==> src/design/io_failsafe_pkg.sv <==
// Constants, register map and field layout of the six-channel I/O module control block.
// Assumes a 200 MHz system clock; the flash rates are derived from it here.
package io_failsafe_pkg;

  // Clock rate and indicator flash rates, the latter in millihertz.
  localparam longint CLK_HZ = 200000000;
  localparam longint SLOW_FLASH_MHZ = 1400;
  localparam longint FAST_FLASH_MHZ = 2800;
  localparam longint SLOW_HALF_CYCLES = (CLK_HZ * 1000) / (2 * SLOW_FLASH_MHZ);
  localparam longint FAST_HALF_CYCLES = (CLK_HZ * 1000) / (2 * FAST_FLASH_MHZ);

  localparam int ADDR_W = 4;
  localparam int DATA_W = 16;

  // Register indices on the plain register port.
  localparam logic [3:0] REG_IN_ANALOG = 4'h0;
  localparam logic [3:0] REG_IN_DIGITAL = 4'h1;
  localparam logic [3:0] REG_IN_STATUS = 4'h2;
  localparam logic [3:0] REG_OUT_ANALOG = 4'h3;
  localparam logic [3:0] REG_OUT_RELAY = 4'h4;
  localparam logic [3:0] REG_OUT_SPARE = 4'h5;
  localparam logic [3:0] REG_LINK_CTRL = 4'h6;
  localparam logic [3:0] REG_IRQ_STATUS = 4'h7;
  localparam logic [3:0] REG_IRQ_ENABLE = 4'h8;
  localparam logic [3:0] REG_IRQ_CLEAR = 4'h9;

  // Link control fields.
  localparam int LC_STATE_LSB = 0;
  localparam int LC_FB_MODE = 2;
  localparam int LC_FB_OK = 3;
  localparam int LC_MISSING = 4;
  localparam int LC_CRITICAL = 5;
  localparam int LC_ADDR_ACK = 6;

  // Front switch positions.
  localparam int SW_AIN_RANGE = 0;
  localparam int SW_AOUT_HOLD = 1;
  localparam int SW_RELAY1_HOLD = 2;
  localparam int SW_RELAY2_HOLD = 3;

  // Interrupt status bits.
  localparam int IRQ_COMM_ERR = 0;
  localparam int IRQ_ADDR_CHG = 1;
  localparam int IRQ_CRITICAL = 2;
  localparam int IRQ_INPUT_CHG = 3;
  localparam int IRQ_W = 4;

  localparam logic [15:0] RESET_WORD = 16'h0000;
  localparam logic [3:0] RESET_IRQ = 4'h0;
  localparam logic [3:0] DIGIT_MAX = 4'h9;

  typedef enum logic [1:0] {
    LINK_NONE = 2'b00,
    LINK_CONFIG = 2'b01,
    LINK_CYCLIC = 2'b11
  } link_state_t;

endpackage : io_failsafe_pkg

==> src/design/io_failsafe_status.sv <==
// Control and status logic of a six-channel analog/digital I/O extension module.
// Assumes switches, thumbwheel and digital inputs are asynchronous pins and the
// analog input code comes from a converter on the same clock.
//
// Contract
// - Front switch changes take effect at once while running, no commit needed.
// - On communication error analog output goes to zero or holds, per switch.
// - On communication error each relay drops out or holds, per its switch.
// - Lost fieldbus in fieldbus-slave mode drives outputs to the switch-chosen safe state.
// - Bus indicator off without link, flashing while configuring, steady in cyclic exchange.
// - Error indicator flashes slowly at 1.4 Hz after address selector change.
// - Error indicator flashes at 2.8 Hz on missing partner or lost communication.
// - Error indicator off without error, steadily lit on critical internal error.
// - One indicator per digital input follows that input.
// - One indicator per relay output follows that output.
// - Address 01 to 99 valid, 00 default, tens with zero units invalid.
// - Process image is three input and three output 16-bit words.
//
// Design decisions made here: the register offsets and the plain strobed port.
`timescale 1ns/1ps
module io_failsafe_status #(
  parameter longint SLOW_HALF = io_failsafe_pkg::SLOW_HALF_CYCLES,
  parameter longint FAST_HALF = io_failsafe_pkg::FAST_HALF_CYCLES
) (
  input wire logic clk,
  input wire logic rst_b,
  input wire logic [3:0] reg_addr,
  input wire logic [15:0] reg_wdata,
  input wire logic reg_wr,
  input wire logic reg_rd,
  output logic [15:0] reg_rdata,
  output logic irq,
  input wire logic [3:0] front_switch,
  input wire logic [3:0] addr_tens,
  input wire logic [3:0] addr_units,
  input wire logic digital_in_first,
  input wire logic digital_in_second,
  input wire logic [15:0] analog_in_code,
  output logic [15:0] analog_out_code,
  output logic relay_out_first,
  output logic relay_out_second,
  output logic range_4_20,
  output logic supply_indicator,
  output logic bus_activity_indicator,
  output logic error_indicator,
  output logic [1:0] digital_in_indicator,
  output logic [1:0] relay_out_indicator
);

  logic [3:0] sw_m, sw_s;
  logic [3:0] tens_m, tens_s, units_m, units_s;
  logic [1:0] din_m, din_s, din_prev;
  logic [15:0] out_analog, out_relay, out_spare;
  io_failsafe_pkg::link_state_t link_state;
  logic fb_mode, fb_ok, missing, critical;
  logic addr_changed, addr_primed;
  logic [1:0] prime_sr;
  logic [7:0] addr_prev;
  logic [3:0] irq_status, irq_enable;
  logic comm_err, comm_err_d, critical_d;
  logic addr_valid;
  logic [3:0] events;
  logic [31:0] slow_cnt, fast_cnt;
  logic slow_ph, fast_ph;

  // Thumbwheel digits are BCD; a digit above nine can only come from a faulty wheel.
  function automatic logic addr_ok(input logic [3:0] t, input logic [3:0] u);
    addr_ok = (t <= io_failsafe_pkg::DIGIT_MAX) && (u <= io_failsafe_pkg::DIGIT_MAX)
      && (u != 4'h0);
  endfunction : addr_ok

  always_ff @(posedge clk or negedge rst_b) begin
    if (!rst_b) begin
      sw_m <= 4'h0;
      sw_s <= 4'h0;
      tens_m <= 4'h0;
      tens_s <= 4'h0;
      units_m <= 4'h0;
      units_s <= 4'h0;
      din_m <= 2'h0;
      din_s <= 2'h0;
    end else begin
      sw_m <= front_switch;
      sw_s <= sw_m;
      tens_m <= addr_tens;
      tens_s <= tens_m;
      units_m <= addr_units;
      units_s <= units_m;
      din_m <= {digital_in_second, digital_in_first};
      din_s <= din_m;
    end
  end

  assign addr_valid = addr_ok(tens_s, units_s);
  // A lost fieldbus counts only while the head works as a fieldbus slave.
  assign comm_err = (link_state == io_failsafe_pkg::LINK_NONE) || (fb_mode && !fb_ok);

  // Register writes.
  always_ff @(posedge clk or negedge rst_b) begin
    if (!rst_b) begin
      out_analog <= io_failsafe_pkg::RESET_WORD;
      out_relay <= io_failsafe_pkg::RESET_WORD;
      out_spare <= io_failsafe_pkg::RESET_WORD;
      link_state <= io_failsafe_pkg::LINK_NONE;
      fb_mode <= 1'b0;
      fb_ok <= 1'b0;
      missing <= 1'b0;
      critical <= 1'b0;
      irq_enable <= io_failsafe_pkg::RESET_IRQ;
    end else if (reg_wr) begin
      if (reg_addr == io_failsafe_pkg::REG_OUT_ANALOG) begin
        out_analog <= reg_wdata;
      end else if (reg_addr == io_failsafe_pkg::REG_OUT_RELAY) begin
        out_relay <= reg_wdata;
      end else if (reg_addr == io_failsafe_pkg::REG_OUT_SPARE) begin
        out_spare <= reg_wdata;
      end else if (reg_addr == io_failsafe_pkg::REG_LINK_CTRL) begin
        // An unused state code falls back to no link.
        case (reg_wdata[io_failsafe_pkg::LC_STATE_LSB +: 2])
          2'b01: link_state <= io_failsafe_pkg::LINK_CONFIG;
          2'b11: link_state <= io_failsafe_pkg::LINK_CYCLIC;
          default: link_state <= io_failsafe_pkg::LINK_NONE;
        endcase
        fb_mode <= reg_wdata[io_failsafe_pkg::LC_FB_MODE];
        fb_ok <= reg_wdata[io_failsafe_pkg::LC_FB_OK];
        missing <= reg_wdata[io_failsafe_pkg::LC_MISSING];
        critical <= reg_wdata[io_failsafe_pkg::LC_CRITICAL];
      end else if (reg_addr == io_failsafe_pkg::REG_IRQ_ENABLE) begin
        irq_enable <= reg_wdata[io_failsafe_pkg::IRQ_W-1:0];
      end
    end
  end

  // Fail-safe outputs; the switches are read live every cycle, so a move applies at once.
  always_ff @(posedge clk or negedge rst_b) begin
    if (!rst_b) begin
      analog_out_code <= io_failsafe_pkg::RESET_WORD;
      relay_out_first <= 1'b0;
      relay_out_second <= 1'b0;
    end else if (comm_err) begin
      if (!sw_s[io_failsafe_pkg::SW_AOUT_HOLD]) begin
        analog_out_code <= io_failsafe_pkg::RESET_WORD;
      end
      if (!sw_s[io_failsafe_pkg::SW_RELAY1_HOLD]) begin
        relay_out_first <= 1'b0;
      end
      if (!sw_s[io_failsafe_pkg::SW_RELAY2_HOLD]) begin
        relay_out_second <= 1'b0;
      end
    end else begin
      analog_out_code <= out_analog;
      relay_out_first <= out_relay[0];
      relay_out_second <= out_relay[1];
    end
  end

  always_ff @(posedge clk or negedge rst_b) begin
    if (!rst_b) begin
      range_4_20 <= 1'b0;
      digital_in_indicator <= 2'h0;
      relay_out_indicator <= 2'h0;
      supply_indicator <= 1'b0;
    end else begin
      range_4_20 <= sw_s[io_failsafe_pkg::SW_AIN_RANGE];
      digital_in_indicator <= din_s;
      relay_out_indicator <= {relay_out_second, relay_out_first};
      supply_indicator <= 1'b1;
    end
  end

  // Address change watch. The wheel needs two edges through its synchroniser and one more
  // into the compare register, so comparing waits until both hold the pin value; otherwise
  // any wheel setting other than 00 would look like a change right after reset.
  always_ff @(posedge clk or negedge rst_b) begin
    if (!rst_b) begin
      addr_prev <= 8'h00;
      prime_sr <= 2'h0;
      addr_primed <= 1'b0;
      addr_changed <= 1'b0;
    end else begin
      addr_prev <= {tens_s, units_s};
      prime_sr <= {prime_sr[0], 1'b1};
      addr_primed <= prime_sr[1];
      if (addr_primed && (addr_prev != {tens_s, units_s})) begin
        addr_changed <= 1'b1;
      end else if (reg_wr && reg_addr == io_failsafe_pkg::REG_LINK_CTRL
          && reg_wdata[io_failsafe_pkg::LC_ADDR_ACK]) begin
        addr_changed <= 1'b0;
      end
    end
  end

  // Flash generators run free, so an indicator may start a flash mid-phase, not on a phase edge.
  always_ff @(posedge clk or negedge rst_b) begin
    if (!rst_b) begin
      slow_cnt <= 32'h0;
      fast_cnt <= 32'h0;
      slow_ph <= 1'b0;
      fast_ph <= 1'b0;
    end else begin
      if (slow_cnt >= 32'(SLOW_HALF - 1)) begin
        slow_cnt <= 32'h0;
        slow_ph <= !slow_ph;
      end else begin
        slow_cnt <= slow_cnt + 32'h1;
      end
      if (fast_cnt >= 32'(FAST_HALF - 1)) begin
        fast_cnt <= 32'h0;
        fast_ph <= !fast_ph;
      end else begin
        fast_cnt <= fast_cnt + 32'h1;
      end
    end
  end

  always_ff @(posedge clk or negedge rst_b) begin
    if (!rst_b) begin
      bus_activity_indicator <= 1'b0;
      error_indicator <= 1'b0;
    end else begin
      case (link_state)
        io_failsafe_pkg::LINK_CYCLIC: bus_activity_indicator <= 1'b1;
        io_failsafe_pkg::LINK_CONFIG: bus_activity_indicator <= fast_ph;
        default: bus_activity_indicator <= 1'b0;
      endcase
      if (critical) begin
        error_indicator <= 1'b1;
      end else if (missing || comm_err) begin
        error_indicator <= fast_ph;
      end else if (addr_changed) begin
        error_indicator <= slow_ph;
      end else begin
        error_indicator <= 1'b0;
      end
    end
  end

  // Interrupts: a set in the same cycle as a clear wins.
  always_comb begin
    events = 4'h0;
    events[io_failsafe_pkg::IRQ_COMM_ERR] = comm_err && !comm_err_d;
    events[io_failsafe_pkg::IRQ_ADDR_CHG] = addr_primed && (addr_prev != {tens_s, units_s});
    events[io_failsafe_pkg::IRQ_CRITICAL] = critical && !critical_d;
    events[io_failsafe_pkg::IRQ_INPUT_CHG] = addr_primed && (din_prev != din_s);
  end

  always_ff @(posedge clk or negedge rst_b) begin
    if (!rst_b) begin
      irq_status <= io_failsafe_pkg::RESET_IRQ;
      comm_err_d <= 1'b0;
      critical_d <= 1'b0;
      din_prev <= 2'h0;
    end else begin
      comm_err_d <= comm_err;
      critical_d <= critical;
      din_prev <= din_s;
      if (reg_wr && reg_addr == io_failsafe_pkg::REG_IRQ_CLEAR) begin
        irq_status <= (irq_status & ~reg_wdata[io_failsafe_pkg::IRQ_W-1:0]) | events;
      end else begin
        irq_status <= irq_status | events;
      end
    end
  end

  assign irq = |(irq_status & irq_enable);

  // Register reads; data stand one cycle after the strobe, zero otherwise.
  always_ff @(posedge clk or negedge rst_b) begin
    if (!rst_b) begin
      reg_rdata <= io_failsafe_pkg::RESET_WORD;
    end else if (!reg_rd) begin
      reg_rdata <= io_failsafe_pkg::RESET_WORD;
    end else if (reg_addr == io_failsafe_pkg::REG_IN_ANALOG) begin
      reg_rdata <= analog_in_code;
    end else if (reg_addr == io_failsafe_pkg::REG_IN_DIGITAL) begin
      reg_rdata <= {14'h0, din_s};
    end else if (reg_addr == io_failsafe_pkg::REG_IN_STATUS) begin
      reg_rdata <= {tens_s, units_s, 1'b0, comm_err, addr_changed, addr_valid, 2'h0,
        sw_s[io_failsafe_pkg::SW_AIN_RANGE], 1'b0};
    end else if (reg_addr == io_failsafe_pkg::REG_OUT_ANALOG) begin
      reg_rdata <= out_analog;
    end else if (reg_addr == io_failsafe_pkg::REG_OUT_RELAY) begin
      reg_rdata <= out_relay;
    end else if (reg_addr == io_failsafe_pkg::REG_OUT_SPARE) begin
      reg_rdata <= out_spare;
    end else if (reg_addr == io_failsafe_pkg::REG_LINK_CTRL) begin
      reg_rdata <= {10'h0, critical, missing, fb_ok, fb_mode, link_state};
    end else if (reg_addr == io_failsafe_pkg::REG_IRQ_STATUS) begin
      reg_rdata <= {12'h0, irq_status};
    end else if (reg_addr == io_failsafe_pkg::REG_IRQ_ENABLE) begin
      reg_rdata <= {12'h0, irq_enable};
    end else begin
      reg_rdata <= io_failsafe_pkg::RESET_WORD;
    end
  end
endmodule : io_failsafe_status

==> config.mk <==
export PLATFORM = sky130hd
export DESIGN_NAME = io_failsafe_status
export DESIGN_NICKNAME = d
export VERILOG_FILES = /design/src/design/io_failsafe_pkg.sv /design/src/design/io_failsafe_status.sv
export SDC_FILE = /design/constraint.sdc
export NUM_CORES = 1
export LEC_CHECK = 0
export BUFFER_PORTS_ARGS = -buffer_cell sky130_fd_sc_hd__buf_4
export CORE_MARGIN = 2
export CORE_UTILIZATION = 61
export CTS_BUF_LIST = sky130_fd_sc_hd__clkbuf_2 sky130_fd_sc_hd__clkbuf_4 sky130_fd_sc_hd__clkbuf_8
export DETAILED_ROUTE_END_ITERATION = 8
export PLACE_DENSITY_LB_ADDON = 0.08
export SYNTH_ARGS = -nofsm -noshare
export SYNTH_HDL_FRONTEND = slang
export SYNTH_SLANG_ARGS = --single-unit
==> constraint.sdc <==
create_clock -name clk -period 2.7 [get_ports clk]
set_clock_uncertainty 0.2 [all_clocks]
set_input_delay 0.27 -clock clk [delete_from_list [all_inputs] [get_ports clk]]
set_output_delay 0.27 -clock clk [all_outputs]
set_load 0.05 [all_outputs]
==> metrics.txt <==
outcome=finished, final reports clean; RR Endpoint=reg_rdata[6]$_DFF_PN0_; drt total wl=21,100 um; layout cells sized above 1=24.1%; top cells by area, synth=dfrtp_1, mux2_2, xor2_1; critical path launch point=reg_addr[2]; worst reg-to-reg path cell count=7; Seq pwr share=46.0%; Clock power frac=36.2%; top_reg_cell synth=dfrtp_1; synth unique cells=72; Comb pwr share=17.8%; row cnt=44; Yosys top cell area share=58.4%; Post-Syn Instances=797; max cap viols=0; Place WS=473 ps; die footprint=15,800 um^2; Int Pwr=5930 uW; RSZ-0062 raised after global routing=no; clock buffer count from CTS=34; grt met1 use=35.0%; area share of fa/ha/maj cells after synthesis=0.554%; mux share of post-synthesis cell area=8.00%; Seq/Total Area, Yosys=58.4%; root buffer cell=clkbuf_8; Worst Path Required=2900 ps; post-route ant nets=0; # setup viols final=0; Clock Sinks=211; Max rail drop VDD=475 uV; Hold Vio Cnt, Final=0; Psw=2420 uW; Power Density=743 nW/um^2; GR Util met2=46.8%; XOR/XNOR Fraction of Synth Area=5.72%; DP Wirelength=14,100 um; die height=126 um; Syn Area/Cell=11.3 um^2; CTS tree=done; core area=14,500 um^2; worst hold path class=in -> reg; slew margin rel.=41.5%; fin crit period=2350 ps; Pre-antenna DRT Iters=5; worst path arrival time=2540 ps; Starting Density=62.4%; DR iter-0 viols=553; Synth area leader=dfrtp_1; CTS Buffer Depth=3; busiest layer in global routing=met2; number of global-route vias before repair=7,097; Setup crit end kind=register; actual transition at the worst max-transition pin=870 ps; Setup crit start kind=input port; largest net degree at the start of global routing=90; largest family of logic cells by synthesized area=simple AND/OR/NAND/NOR gates; compound-gate portion of the synthesized area=8.82%; number of flops mapped to enable cells by yosys=0; Skew-Pair Late Insertion Delay=520 ps; Max H-tree Level=2; synth warn=0; Seq cells post-synth=211; async set or reset register ratio after synthesis=100%; initial antenna violation count=0; nets@finish=1,025; die width=126 um; diode count=0; post-synthesis simple-gate area fraction=15.8%; total number of vias=6,804; RR Startpoint=link_state[0]$_DFFE_PN0P_; P_leak=0.00507 uW; drt drc=0; final slew viol count=0; worst setup margin=353 ps; met3 usage=5.78%; final cycle utilization of the critical path=86.9%; clock transition at the registers of the reported paths=60 ps; final non-filler cell total=1,174; setup TNS=0 ps; switching share of power=29.0%; PortBufs=96; hold path startpoint=reg_addr[2]; maximum clock rate=0.426 GHz; post-synthesis to final-layout area growth=24.4%; global-route wire length before repair=34,900 um; Worst Setup Path Type=in -> reg; global-route usage over all layers=27.4%; # IOs=97; routability cong.=0.876; placed insts=1,063; Congestion Overflow GR=0; Synth Cell Area=9040 um^2; DR vias/cell=5.80; worst reg-to-reg setup slack=370 ps; CP max FO=29; wire per inst=18.0 um; Worst Setup EP=reg_rdata[9]$_DFF_PN0_
==> Yosys cell counts (8+ instances only) <==
library cell,instances
dfrtp_1,211
nand2_1,84
nor2_1,84
mux2_2,58
nand3_1,46
xor2_1,44
o21ai_0,28
a21oi_1,21
nand4_1,16
xnor2_1,15
buf_2,14
inv_1,14
nor3_1,11
and3_1,10
clkbuf_1,10
nor2b_1,10
nor4_1,8
==> worst min path at each step <==
stage                     cells past startpoint  slack [ps]                  endpoint
final                                         2          30    reg_rdata[2]$_DFF_PN0_
after global routing                          2          30    reg_rdata[2]$_DFF_PN0_
after CTS                                     2           6    reg_rdata[3]$_DFF_PN0_
after detailed placement                      0         130         sw_s[1]$_DFF_PN0_
after global placement                        0         130         sw_s[3]$_DFF_PN0_
after floorplan                               0        -230  addr_changed$_DFFE_PN0P_
==> worst max-delay path, cell delays in order <==
cell	delay (ps)
buf_4	300
clkinv_1	530
a21oi_1	310
a2bb2oi_1	170
o21ai_0	110
a32o_1	270
dlygate4sd3_1	550
==> power groups by stage <==
stage | sequential, uW | clock [uW] | combinational, uW
2_1_floorplan | 4190 | 0 | 532
3_3_place_gp | 3880 | 0 | 1390
3_5_place_dp | 3890 | 0 | 1430
4_1_cts | 3840 | 3100 | 1490
5_1_grt | 3880 | 3230 | 1590
6_report | 3840 | 3020 | 1490
==> per-stage QoR <==
stage          power [uW]  area [um^2]  hold WS (ps)  util [%]
2_1_floorplan        4720         9080          -226         -
3_3_place_gp         5270         9970           133      68.8
3_5_place_dp         5310         9970           135      68.8
4_1_cts              8430        11200          6.43      77.7
5_1_grt              8700        11200          31.6      77.7
6_report             8350        11200          27.9      77.7
==> flip-flops by register name (all words and copies together) (netlist names), 4 cells and up <==
signal,flops
out_spare,16
units_s,4
out_analog,16
sw_m,4
tens_m,4
sw_s,4
tens_s,4
slow_cnt,32
out_relay,16
addr_prev,8
irq_enable,4
fast_cnt,32
reg_rdata,16
irq_status,4
analog_out_code,16
units_m,4
==> kinds of logic (layout without fill, tap and decap cells) <==
group / count (synthesis) / count (layout)
xor gates and xnor gates: 59 / 59
and+or+nand+nor: 293 / 293
AOI/OAI and AO/OA: 113 / 113
buffers and inverters: 50 / 233
adders and majority gates: 4 / 4
muxes: 65 / 65
DFF: 211 / 211
other: 2 / 12
==> area by class of cell <==
class | instances | area (um^2)
Tap cell | 184 | 230
Sequential cell | 211 | 5280
Timing Repair Buffer | 158 | 1360
Clock buffer | 52 | 647
Fill cell | 951 | 3230
Clock inverter | 7 | 113
Inverter | 16 | 60.1
Multi-Input combinational cell | 546 | 3560
==> cell usage in the layout, fill, tap and decap left out, drive strengths merged, types with 3 or more instances in the layout <==
cell type,synthesis,routed
a211oi,4,4
a21o,3,3
a21oi,22,22
a22oi,5,5
a2bb2oi,5,5
a32o,5,5
a32oi,3,3
and3,10,10
buf,23,105
bufinv,0,3
clkbuf,11,53
clkinv,1,4
conb,2,12
dfrtp,211,211
dlygate4sd3,0,52
ha,4,4
inv,15,15
mux2,58,58
mux2i,7,7
nand2,85,85
nand2b,3,3
nand3,46,46
nand4,17,17
nor2,87,87
nor2b,10,10
nor3,13,13
nor4,12,12
o211ai,4,4
o21a,4,4
o21ai,30,30
xnor2,15,15
xor2,44,44
==> layer usage <==
metal / routed length (um) / share of wire, %
met1: 8540 / 40
met2: 10700 / 51
met3: 1260 / 6.0
met4: 610 / 2.9
met5: 0 / 0
==> repair_timing <==
action                    4_1_cts  5_1_grt
setup buffers                   0        0
gates resized for setup         0        0
hold endpoints to repair      177        0
hold buffers                   52        0
No activity file was read; power rests on OpenSTA's default activity.
